==> config.mk <==
export PLATFORM = sky130hd
export DESIGN_NAME = nsl_sequencer
export DESIGN_NICKNAME = d
export VERILOG_FILES = /design/src/hw/nsl_pkg.sv /design/src/hw/nsl_sequencer.sv
export SDC_FILE = /design/constraint.sdc
export NUM_CORES = 1
export LEC_CHECK = 0
export BUFFER_PORTS_ARGS = -buffer_cell sky130_fd_sc_hd__buf_2
export CAP_MARGIN = 20
export CORE_MARGIN = 2
export CORE_UTILIZATION = 52
export CTS_CLUSTER_DIAMETER = 50
export CTS_CLUSTER_SIZE = 24
export DETAILED_ROUTE_END_ITERATION = 10
export PLACE_DENSITY_LB_ADDON = 0.12
export SYNTH_ARGS = -nofsm -noshare
export SYNTH_HDL_FRONTEND = slang
export SYNTH_SLANG_ARGS = --single-unit
==> constraint.sdc <==
create_clock -name SYS_CLK -period 2.7 [get_ports SYS_CLK]
set_clock_uncertainty 0.2 [all_clocks]
set_input_delay 0.54 -clock SYS_CLK [delete_from_list [all_inputs] [get_ports SYS_CLK]]
set_output_delay 0.54 -clock SYS_CLK [all_outputs]
set_load 0.1 [all_outputs]
==> src/hw/nsl_pkg.sv <==
// Package with constants and types of the network status indicator sequencer.
`default_nettype none
package nsl_pkg;

    // Clock and timing figures.
    localparam int CLK_PERIOD_NS   = 10;
    localparam int MS_NS           = 1000000;
    localparam int TICK_CYCLES     = MS_NS / CLK_PERIOD_NS;
    localparam int TICK_W          = 17;
    localparam int MS_W            = 10;
    localparam int FLASH_ON_MS     = 500;
    localparam int FLASH_PERIOD_MS = 1000;
    localparam int SELFTEST_MS     = 250;
    localparam int TICK_START      = 1; // Tick count after a restart, one ahead for the registered tick.

    // Register offsets and layout.
    localparam logic [11:0] REG_STATUS_OFS = 12'h000;
    localparam logic [11:0] REG_VIEW_OFS   = 12'h004;
    localparam int          STATUS_W       = 9;
    localparam int          VIEW_MODE_LSB  = 0;
    localparam int          VIEW_TEST_BIT  = 3;
    localparam int          VIEW_GREEN_BIT = 4;
    localparam int          VIEW_RED_BIT   = 5;

    // Status bits written by firmware, bit 0 is conn_timeout.
    typedef struct packed {
        logic net_power;
        logic dup_check_done;
        logic online;
        logic all_connected;
        logic any_connected;
        logic dup_address;
        logic bus_off;
        logic minor_fault;
        logic conn_timeout;
    } nsl_status_type;

    localparam nsl_status_type STATUS_RST = 9'h000;

    // Indicator drive pair.
    typedef struct packed {
        logic green;
        logic red;
    } nsl_led_type;

    // Displayed patterns, most severe first.
    typedef enum logic [2:0] {
        NSL_M_TEST,
        NSL_M_RED,
        NSL_M_RFLASH,
        NSL_M_DARK,
        NSL_M_GFLASH,
        NSL_M_GREEN
    } nsl_mode_type;

    // Power-on self-test steps.
    typedef enum logic [1:0] {
        NSL_ST_GREEN,
        NSL_ST_RED,
        NSL_ST_DONE
    } nsl_test_type;

endpackage : nsl_pkg
`default_nettype wire

==> src/hw/nsl_sequencer.sv <==
// Network status indicator sequencer with its APB register slave.
//
// Behaviour
// - Steady green when online and all connected.
// - Green 1 Hz flash when online, unconnected.
// - Flash is 500 ms lit, 500 ms dark.
// - Power-on test: green 250 ms, red 250 ms.
// - Red 1 Hz flash on minor fault, timeout.
// - Steady red on duplicate address or bus-off.
// - Dark while not online or no power.
// - Steady and dark states never interrupted.
//
// Chosen here: the register addresses and register access over APB.
`timescale 1ns/10ps
`default_nettype none
module nsl_sequencer
    import nsl_pkg::*;
#(
    parameter int unsigned TICK_CYC = TICK_CYCLES
)
(
    input  wire logic        SYS_CLK,
    input  wire logic        SRST,
    input  wire logic        PSEL,
    input  wire logic        PENABLE,
    input  wire logic        PWRITE,
    input  wire logic [11:0] PADDR,
    input  wire logic [31:0] PWDATA,
    output var  logic [31:0] PRDATA,
    output var  logic        PREADY,
    output var  logic        PSLVERR,
    output var  logic        LED_GREEN,
    output var  logic        LED_RED
);

    logic           [TICK_W-1:0] tick_cnt_ff;
    logic           [TICK_W-1:0] nxt_tick_cnt;
    logic                        tick_ff;
    logic                        nxt_tick;
    nsl_status_type              stat_ff;
    nsl_status_type              nxt_stat;
    logic           [31:0]       prdata_ff;
    logic           [31:0]       nxt_prdata;
    logic                        pready_ff;
    logic                        nxt_pready;
    logic                        pslverr_ff;
    logic                        nxt_pslverr;
    nsl_test_type                st_ff;
    nsl_test_type                nxt_st;
    logic           [MS_W-1:0]   st_cnt_ff;
    logic           [MS_W-1:0]   nxt_st_cnt;
    nsl_mode_type                mode_ff;
    nsl_mode_type                nxt_mode;
    logic           [MS_W-1:0]   phase_ff;
    logic           [MS_W-1:0]   nxt_phase;
    nsl_led_type                 led_ff;
    nsl_led_type                 nxt_led;
    logic                        lit;
    logic                        minor;
    logic                        offline;
    logic                        setup;
    logic                        wr_done;
    logic                        hit_status;
    logic                        hit_view;

    // Outputs come straight from flip-flops.
    assign PRDATA    = prdata_ff;
    assign PREADY    = pready_ff;
    assign PSLVERR   = pslverr_ff;
    assign LED_GREEN = led_ff.green;
    assign LED_RED   = led_ff.red;

    // Millisecond tick generator.
    // It restarts with every pattern change, so the first lit phase of a flash is a whole 500 ms.
    // The start value is one ahead because the tick pulse itself is registered once more.
    // A pending tick is dropped on a restart; otherwise the new phase would begin one tick short.
    always_comb
    begin
        nxt_tick     = 1'b0;
        nxt_tick_cnt = tick_cnt_ff + 1'b1;
        if (nxt_mode != mode_ff)
        begin
            nxt_tick_cnt = TICK_W'(TICK_START);
        end
        else if (tick_cnt_ff == TICK_W'(TICK_CYC - 1))
        begin
            nxt_tick_cnt = '0;
            nxt_tick     = 1'b1;
        end
    end

    always_ff @(posedge SYS_CLK)
    begin
        if (SRST)
        begin
            tick_cnt_ff <= TICK_W'(TICK_START);
            tick_ff     <= 1'b0;
        end
        else
        begin
            tick_cnt_ff <= nxt_tick_cnt;
            tick_ff     <= nxt_tick;
        end
    end

    // APB decode: zero wait states, error on unmapped or read-only write.
    assign setup      = PSEL & ~PENABLE;
    assign hit_status = (PADDR == REG_STATUS_OFS);
    assign hit_view   = (PADDR == REG_VIEW_OFS);
    assign wr_done    = PSEL & PENABLE & pready_ff & PWRITE & ~pslverr_ff;

    // APB answer and status register.
    always_comb
    begin
        nxt_pready  = setup;
        nxt_pslverr = 1'b0;
        nxt_prdata  = prdata_ff;
        nxt_stat    = stat_ff;
        if (setup)
        begin
            nxt_prdata  = '0;
            nxt_pslverr = ~(hit_status | (hit_view & ~PWRITE));
            if (!PWRITE && hit_status)
            begin
                nxt_prdata[STATUS_W-1:0] = stat_ff;
            end
            else if (!PWRITE && hit_view)
            begin
                nxt_prdata[VIEW_MODE_LSB+:3]  = mode_ff;
                nxt_prdata[VIEW_TEST_BIT]     = (st_ff != NSL_ST_DONE);
                nxt_prdata[VIEW_GREEN_BIT]    = led_ff.green;
                nxt_prdata[VIEW_RED_BIT]      = led_ff.red;
            end
        end
        if (wr_done && hit_status)
        begin
            nxt_stat = nsl_status_type'(PWDATA[STATUS_W-1:0]);
        end
    end

    always_ff @(posedge SYS_CLK)
    begin
        if (SRST)
        begin
            pready_ff  <= 1'b0;
            pslverr_ff <= 1'b0;
            prdata_ff  <= '0;
            stat_ff    <= STATUS_RST;
        end
        else
        begin
            pready_ff  <= nxt_pready;
            pslverr_ff <= nxt_pslverr;
            prdata_ff  <= nxt_prdata;
            stat_ff    <= nxt_stat;
        end
    end

    // Power-on self-test sequencer, counted in milliseconds.
    always_comb
    begin
        nxt_st     = st_ff;
        nxt_st_cnt = st_cnt_ff;
        case (st_ff)
            NSL_ST_GREEN,
            NSL_ST_RED:
            begin
                if (tick_ff)
                begin
                    nxt_st_cnt = st_cnt_ff + 1'b1;
                    if (st_cnt_ff == MS_W'(SELFTEST_MS - 1))
                    begin
                        nxt_st_cnt = '0;
                        nxt_st     = (st_ff == NSL_ST_GREEN) ? NSL_ST_RED : NSL_ST_DONE;
                    end
                end
            end
            NSL_ST_DONE: nxt_st = NSL_ST_DONE;
            default:     nxt_st = NSL_ST_DONE;
        endcase
    end

    always_ff @(posedge SYS_CLK)
    begin
        if (SRST)
        begin
            st_ff     <= NSL_ST_GREEN;
            st_cnt_ff <= '0;
        end
        else
        begin
            st_ff     <= nxt_st;
            st_cnt_ff <= nxt_st_cnt;
        end
    end

    // Pattern choice by severity.
    assign minor   = stat_ff.minor_fault | stat_ff.conn_timeout
                   | (stat_ff.any_connected & ~stat_ff.all_connected);
    assign offline = ~stat_ff.online | ~stat_ff.dup_check_done | ~stat_ff.net_power;

    always_comb
    begin
        if (st_ff != NSL_ST_DONE)
            nxt_mode = NSL_M_TEST;
        else if (stat_ff.dup_address | stat_ff.bus_off)
            nxt_mode = NSL_M_RED;
        else if (minor)
            nxt_mode = NSL_M_RFLASH;
        else if (offline)
            nxt_mode = NSL_M_DARK;
        else if (!stat_ff.all_connected)
            nxt_mode = NSL_M_GFLASH;
        else
            nxt_mode = NSL_M_GREEN;
    end

    // Flash phase restarts lit on every pattern change.
    always_comb
    begin
        nxt_phase = phase_ff;
        if (nxt_mode != mode_ff)
            nxt_phase = '0;
        else if (tick_ff)
            nxt_phase = (phase_ff == MS_W'(FLASH_PERIOD_MS - 1)) ? '0 : phase_ff + 1'b1;
    end

    always_ff @(posedge SYS_CLK)
    begin
        if (SRST)
        begin
            mode_ff  <= NSL_M_TEST;
            phase_ff <= '0;
        end
        else
        begin
            mode_ff  <= nxt_mode;
            phase_ff <= nxt_phase;
        end
    end

    // Indicator drive from pattern and phase.
    assign lit = (phase_ff < MS_W'(FLASH_ON_MS));

    always_comb
    begin
        nxt_led = '0;
        case (mode_ff)
            NSL_M_TEST:
            begin
                nxt_led.green = (st_ff == NSL_ST_GREEN);
                nxt_led.red   = (st_ff == NSL_ST_RED);
            end
            NSL_M_RED:    nxt_led.red   = 1'b1;
            NSL_M_RFLASH: nxt_led.red   = lit;
            NSL_M_GFLASH: nxt_led.green = lit;
            NSL_M_GREEN:  nxt_led.green = 1'b1;
            NSL_M_DARK:   nxt_led       = '0;
            default:      nxt_led       = '0;
        endcase
    end

    always_ff @(posedge SYS_CLK)
    begin
        if (SRST)
            led_ff <= '0;
        else
            led_ff <= nxt_led;
    end
endmodule : nsl_sequencer
`default_nettype wire

# Yosys cells after proc, flatten, opt, wreduce, memory -nomap -nowiden
# Cells that the tools add are included.
# totals
reg_bits	65
out_inout_bits	36
wordCells	95
inputBits	49
# op_classes
muxes	18
addsub	3
bitwise_logic	23
reduce_logical	15
n_eq_ne	13
n_lt_le_gt_ge	1
# op_table
op	n
10-bit by 1-bit adder with 10-bit output, second input constant	2
10-bit two-way mux	2
17-bit by 1-bit adder with 17-bit output, second input constant	1
17-bit equality test, second input constant	1
3-bit two-way mux	5
12-bit by 3-bit equality test with 1-bit output, second input constant	1
12-bit zero test	1
6-bit two-way mux	2
10-bit equality test, second input constant	1
10-bit by 8-bit equality test with 1-bit output, second input constant	1
10-bit by 9-bit < comparator with 1-bit output, second input constant	1
1-bit NOT	10
2-bit two-way mux	4
2-bit OR reduction	4
1-bit AND	7
3-bit equality test, second input constant	2
2-bit inequality test, second input constant	3
1-bit bitwise OR	6
1-bit case mux with 3 select lines	2
2-bit AND reduction	3
3-bit by 1-bit equality test with 1-bit output, second input constant	1
3-bit by 2-bit equality test with 1-bit output, second input constant	1
1-bit logical AND	3
3-bit zero test	1
6 further kinds	8

# Longest topological paths before layout
# Gate-level depths: netlist of run 1.
# logic_depth
depth_word	9
mapped_depth	7

# Worst setup path before layout of run 1
# No wires, ideal clock.
# synth_timing
kind	flip-flop to flip-flop
start	register pready_ff (netlist: PREADY)
end	register stat_ff[0] (netlist bit)
period_less_slack_ns	2.099
stages_incl_launch_ff	6
setup_ns	0.128
setup_slack_ns	0.601
arrival_ns	1.772
path_cell_list	dfxtp_1 nand4_1 nor4_1 buf_2 mux2i_1 nor2_1
# synth_via
elab_chain_cells	4
# synth_rtl
item	line	text
from (decl)	nsl_sequencer.sv:44	logic pready_ff;
from (signal assigned)	nsl_sequencer.sv:152	pready_ff <= nxt_pready;
1-bit AND (3 in series)	nsl_sequencer.sv:110	assign wr_done = PSEL & PENABLE & pready_ff & PWRITE & ~pslverr_ff;
1-bit logical AND	nsl_sequencer.sv:135	if (wr_done && hit_status)
to (signal assigned)	nsl_sequencer.sv:155	stat_ff <= nxt_stat;
to (decl)	nsl_sequencer.sv:40	nsl_status_type stat_ff;
# Every way passes these cells.
# A chain may end at the register's enable or synchronous reset.

# Worst setup path after layout of run 1
# layout_timing
start	register st_ff[0]
end	register tick_cnt_ff[5]
# layout_via
elab_chain_cells	4
# layout_rtl
item	line	text
from (decl)	nsl_sequencer.sv:48	nsl_test_type st_ff;
from (signal assigned)	nsl_sequencer.sv:192	st_ff <= nxt_st;
2-bit inequality test	nsl_sequencer.sv:204	if (st_ff != NSL_ST_DONE)
3-bit two-way mux	nsl_sequencer.sv:204	
3-bit inequality test	nsl_sequencer.sv:81	if (nxt_mode != mode_ff)
3-bit OR reduction (no line)	-	
to (signal assigned)	nsl_sequencer.sv:96	tick_cnt_ff <= TICK_W'(TICK_START);
to (signal assigned)	nsl_sequencer.sv:101	tick_cnt_ff <= nxt_tick_cnt;
to (decl)	nsl_sequencer.sv:36	logic [TICK_W-1:0] tick_cnt_ff;
# Every way passes these cells.

==> results.cfg, run 1 <==
[run_status]
status = completed

[grt]
antenna_found_initial = 0
grt_max_degree = 31
grt_pass1_wl_um = 9900
track_usage_pct = 19.3
grt_pass1_vias = 2255
gr-total-overflow = 0

[critical_path]
reg2reg_slack_ns = 0.45
critical-path-slowest-cell = or4b_4
r2r-start = st_ff[0]$_SDFFE_PP0P_
cp_top_family = simple AND/OR/NAND/NOR gates
critPathCaptureType = flop
slowest_delay_ns = 0.58
crit_type = flop to flop
cp.depth = 5
critPathLaunch = st_ff[0]$_SDFFE_PP0P_
required_ns = 2.76
path_cells = or4b_4, nor4_2, o211a_1, nand2_2, nor3_1
rr_worst_depth = 5
startpoint_type = flop
crit_arrival_ns = 2.30
crit_buf_inv = 0
cp_max_fo = 12

[power_and_ir_drop]
power_density_mw_per_mm2 = 547
leakage_nw = 1.35
ir_drop_v = 0.000527

[clock_network]
clkSinkCount = 65
cts_tree = done
cts_setup_buffers = 0
cts_root_buf = clkbuf_8
hold_buffers = 0
cts_made_buffers = 9
max-clock-path-buffers = 2
h-tree-depth = 3
clock_latency_ns = 0.33
clkTransAtPathRegs_ns = 0.07
cts_resized = 0

[yosys]
ys.flop_type = dfxtp_1
synthCells = 354
avgSynthCellArea_um2 = 8.88
yosysSeqAreaShare_pct = 41.4
synth_area_mm2 = 0.00314
synth_edf_count = 0
synthArstFlopShare_pct = 0
yosys_register_bits = 65
ys_types = 48
ys_warn_count = 0

[cells_and_area]
final_common_cell = dfxtp_1
drive_above_1_share_pct = 18.8
fillers = 573
mostFrequentLayoutCells = dfxtp_1, nor2_1, buf_2, conb_1, nand2_1
area_growth_pct = 11.0
diodes = 0
fin_nets = 449

[floorplan]
io_pins = 85
row_count = 28
die_w_um = 81.7
die_area_mm2 = 0.00668
die_y_um = 81.7
initial_core_util_pct = 53.4
core_mm2 = 0.00589

[timing]
fin_crit_sh_pct = 83.2
slew_headroom_pct = 64.0
tightest_slew_ns = 0.535
setup_ws_ns = 0.453
whs_ns = 0.242
fin_tns_setup_ns = 0
drv_slew = 0
period_needed_ns = 2.25
rsz0062_at_grt = no
timing.fmax_mhz = 445
hold_viol = 0
setup_violations = 0

[drt]
wl_met3_um = 172
drt_iter0_drc = 61
totalWireLength_um = 5820
met1_length_um = 2950
dr.pass1.iters = 4
dr_wl_met2_um = 2580
route.detailed.drc = 0
vias = 2428
ant_nets = 0
top_layer = met4
viasPerCell = 5.12
wl_per_cell_um = 12.3

[hold_path]
whs_path_depth = 3
min_from = PWDATA[7]
hold_path.class = primary input to flop

[placement]
io_buffers = 38
dpl_worst_slack_ns = 0.473
dpl.hpwl_um = 4220
gp_congestion = 0.824

[run]
max_cap_viol_count = 0
## state kept, by name, indices dropped and copies added, names as in the netlist
name	cells
LED_GREEN	1
LED_RED	1
PRDATA	9
PREADY	1
PSLVERR	1
mode_ff	3
phase_ff	10
st_cnt_ff	10
st_ff	2
stat_ff	9
tick_cnt_ff	17
tick_ff	1
## where the power goes
part / total [mW] / leakage [nW] / internal (mW) / switching (mW)
clock: 0.713 / 0.0826 / 0.375 / 0.338
combinational: 0.219 / 0.740 / 0.0279 / 0.191
sequential: 0.975 / 0.525 / 0.967 / 0.00795
## logic make-up after synthesis
kind of cell / synth area share, %
AOI/OAI and AO/OA: 6.97
xor gates and xnor gates: 9.20
adders and majority gates: 1.59
buffers and inverters: 8.32
DFF: 41.4
muxes: 4.66
other: 0.119
and+or+nand+nor: 27.7
## worst min-delay path: cells and delay by family
family / cells / cell delay, ns
buffers and inverters: 1 / 0.07
muxes: 1 / 0.05
and+or+nand+nor: 1 / 0.07
## per-layer routing
layer / vias up / global-route usage, %
li1: 1265 / -
met1: 1120 / 25.6
met2: 34 / 28.9
met3: 9 / 4.40
met4: 0 / 10.7
met5: - / 0
## synth_stat cells, drive strengths merged (2+ instances only)
library cell	n	area [um^2]
dfxtp	65	1300
nor2	55	206
buf	27	201
nor3	25	175
nand2	22	87.6
xor2	17	149
xnor2	16	140
nand3	12	60.1
a21oi	9	45.0
a22oi	9	67.6
inv	9	33.8
mux2i	9	90.1
nand4	8	50.1
nor4	8	56.3
clkbuf	7	26.3
mux2	5	56.3
or3	5	31.3
and4	4	35.0
ha	4	50.1
nand2b	4	25.0
a31oi	3	18.8
and2	3	18.8
and3	3	18.8
a21o	2	15.0
nand4b	2	17.5
nor2b	2	12.5
nor4b	2	17.5
or2	2	12.5
## path summary, 6_finish.rpt
check,end
worst max register to register,tick_cnt_ff[5]$_SDFF_PP0_
worst min-delay path,stat_ff[7]$_SDFFE_PP0P_
worst max-delay path,tick_cnt_ff[5]$_SDFF_PP0_
worst min register to register,phase_ff[1]$_SDFFE_PP0P_
## stage by stage
stage                     power (mW)  util [%]  instances  instance area, um^2
final                           1.91      59.3        474                 3490
after global routing            1.98      59.3        474                 3490
after CTS                       1.93      59.3        474                 3490
after detailed placement        1.22      56.5        460                 3330
after global placement          1.21      56.5        460                 3330
after floorplan                 1.21         -        376                 3230
## final cells by class
cell class,instances,area (um^2),share of cell area (%)
multi-input cells,268,1670,47.8
well taps,75,93.8,2.69
flip-flops and latches,65,1300,37.3
repair buffers,43,228,6.53
inverters,9,33.8,0.968
clock buffers,14,163,4.66
No activity file was read; power rests on OpenSTA's default activity.
==> run 2: changes to the inputs <==
Settings changed: CORE_UTILIZATION 52 to 47.
Clock period 2.7 ns to 1.9 ns, I/O delays scaled along.
==> run 2 against run 1 <==
Effect of this change:
- clock-buffer cell count fell by 3
- register-to-register slack worse by 0.57 ns
- cell count grew 9.9%
- die area grew 10%
- design area is 15% higher
- worst setup slack worse by 0.57 ns
- hold slack lost 0.18 ns
- the run now ends with design-rule violations, negative setup slack left
- non-clock buffer count is 43 higher
- largest cell class unchanged
- combinational power increased by 63%
- total power rose by 54%
- first-iteration DRC count grew 57%
- critical path type unchanged
- critical endpoint is now tick_cnt_ff[0]$_SDFF_PP1_
- maximum frequency grew 11%
==> results.cfg, run 2 (synthesized netlist as in run 1, its figures left out) <==
[critical_path]
critPathLaunch = stat_ff[5]$_SDFFE_PP0P_
rr_worst_depth = 5
startpoint_type = flop
reg2reg_slack_ns = -0.12
r2r-start = stat_ff[5]$_SDFFE_PP0P_
required_ns = 1.94
critPathCaptureType = flop
crit_type = flop to flop
cp_max_fo = 5
crit_arrival_ns = 2.06
r2r-end = tick_cnt_ff[0]$_SDFF_PP1_

[drt]
dr.pass1.iters = 8
wl_per_cell_um = 12.7
route.detailed.drc = 2
drt_iter0_drc = 96
viasPerCell = 5.12
vias = 2665
ant_nets = 0
totalWireLength_um = 6620

[grt]
grt_pass1_wl_um = 11500
gr-total-overflow = 0
grt_max_degree = 31
antenna_found_initial = 0
track_usage_pct = 19.5
grt_pass1_vias = 2539

[floorplan]
io_pins = 85
core_mm2 = 0.00642
initial_core_util_pct = 48.9
die_area_mm2 = 0.00736
die_y_um = 85.8
row_count = 29
die_w_um = 85.8

[timing]
hold_viol = 0
period_needed_ns = 2.02
setup_violations = 28
rsz0062_at_grt = yes
fin_crit_sh_pct = 106
setup_ws_ns = -0.119
timing.fmax_mhz = 495
drv_slew = 0

[cells_and_area]
area_growth_pct = 27.9
top_register = tick_cnt_ff
drive_above_1_share_pct = 32.0
stdcell_count = 521
diodes = 0
final_util_pct = 62.6
reg.largest.list = tick_cnt_ff x17, phase_ff x10, st_cnt_ff x10
stdcell_area_mm2 = 0.00402
final_common_cell = dfxtp_1
largest_register_ffs = 17
fin_nets = 493
mostFrequentLayoutCells = dfxtp_1, nor2_1, buf_4, buf_2, conb_1

[clock_network]
hold_buffers = 0
max-clock-path-buffers = 2
cts_made_buffers = 9
cts_tree = done
h-tree-depth = 3
clock_latency_ns = 0.34
cts_root_buf = clkbuf_8
clkTransAtPathRegs_ns = 0.08
clkSinkCount = 65

[placement]
placed_cells = 496
dpl.hpwl_um = 4710
place_area_mm2 = 0.00359
io_buffers = 38
gp_congestion = 0.825

[run_status]
violations = design-rule violations, negative setup slack
status = finished with violations

[hold_path]
min_from = PWDATA[1]
whs_path_depth = 3
hold_path.class = primary input to flop
min_to = stat_ff[1]$_SDFFE_PP0P_

[power_and_ir_drop]
ir_drop_v = 0.000508
leakage_nw = 1.60
power_density_mw_per_mm2 = 730

[run]
max_cap_viol_count = 0
run 2: cell count changes in the layout (fill, tap and decap cells not counted), sizes merged:
cell / previous run / this run
buf: 43 / 86
bufinv: 0 / 1
clkbuf: 14 / 11
clkinvlp: 0 / 3
nand2: 22 / 23
run 2: worst max-delay path by stage:
| stage | endpoint | slack (ns) | cells after the start |
|---|---|---|---|
| 2_1_floorplan | tick_cnt_ff[0]$_SDFF_PP1_ | 0.02 | 5 |
| 3_3_place_gp | phase_ff[5]$_SDFFE_PP0P_ | -0.09 | 5 |
| 3_5_place_dp | phase_ff[8]$_SDFFE_PP0P_ | -0.15 | 5 |
| 4_1_cts | phase_ff[0]$_SDFFE_PP0P_ | -0.08 | 6 |
| 5_1_grt | tick_cnt_ff[0]$_SDFF_PP1_ | -0.16 | 5 |
| 6_report | tick_cnt_ff[0]$_SDFF_PP1_ | -0.12 | 5 |
run 2: power breakdown:
part,switching [mW],total [mW],internal [mW]
combinational,0.291,0.358,0.0668
sequential,0.00768,1.38,1.37
clock,0.527,1.20,0.670
total,0.826,2.93,2.11
run 2: layer usage:
layer | up-vias | share of wire [%] | GRT usage (%)
met2 | 45 | 47 | 30.3
met3 | 8 | 4.0 | 5.20
met5 | - | 0 | 0
li1 | 1356 | - | -
met4 | 0 | 1.2 | 7.79
met1 | 1256 | 48 | 25.8
run 2: critical path, cell delays in order (launching register included):
cell	delay [ns]
dfxtp_2	0.36
and4b_1	0.23
or3_4	0.42
a221oi_4	0.36
nand2_2	0.17
a21o_1	0.18
run 2: final cells by class:
cell class                 instances  area [um^2]
clock buffer                      11          151
clock inverter                     4         52.6
fill                             579         2400
inverter                           9         33.8
multi-input combinational        269         1800
sequential                        65         1310
tap                               77         96.3
timing repair buffer              86          577
run 2: metrics by stage:
| step | hold slack, ns | worst slack (ns) | setup TNS (ns) | power (mW) |
|---|---|---|---|---|
| 2_1_floorplan | 0.263 | 0.0162 | 0 | 1.72 |
| 3_3_place_gp | 0.280 | -0.0854 | -1.56 | 1.74 |
| 3_5_place_dp | 0.295 | -0.145 | -2.61 | 1.75 |
| 4_1_cts | 0.0547 | -0.0757 | -1.43 | 2.95 |
| 5_1_grt | 0.0715 | -0.164 | -3.51 | 3.04 |
| 6_report | 0.0656 | -0.119 | -1.52 | 2.93 |
run 2: timing repair:
item / 4_1_cts / 5_1_grt
endpoints found under the setup margin: 28 / 28
setup buffers: 3 / 6
gates resized for setup: 13 / 21
pin swaps: 3 / 14
gates cloned: 1 / 0
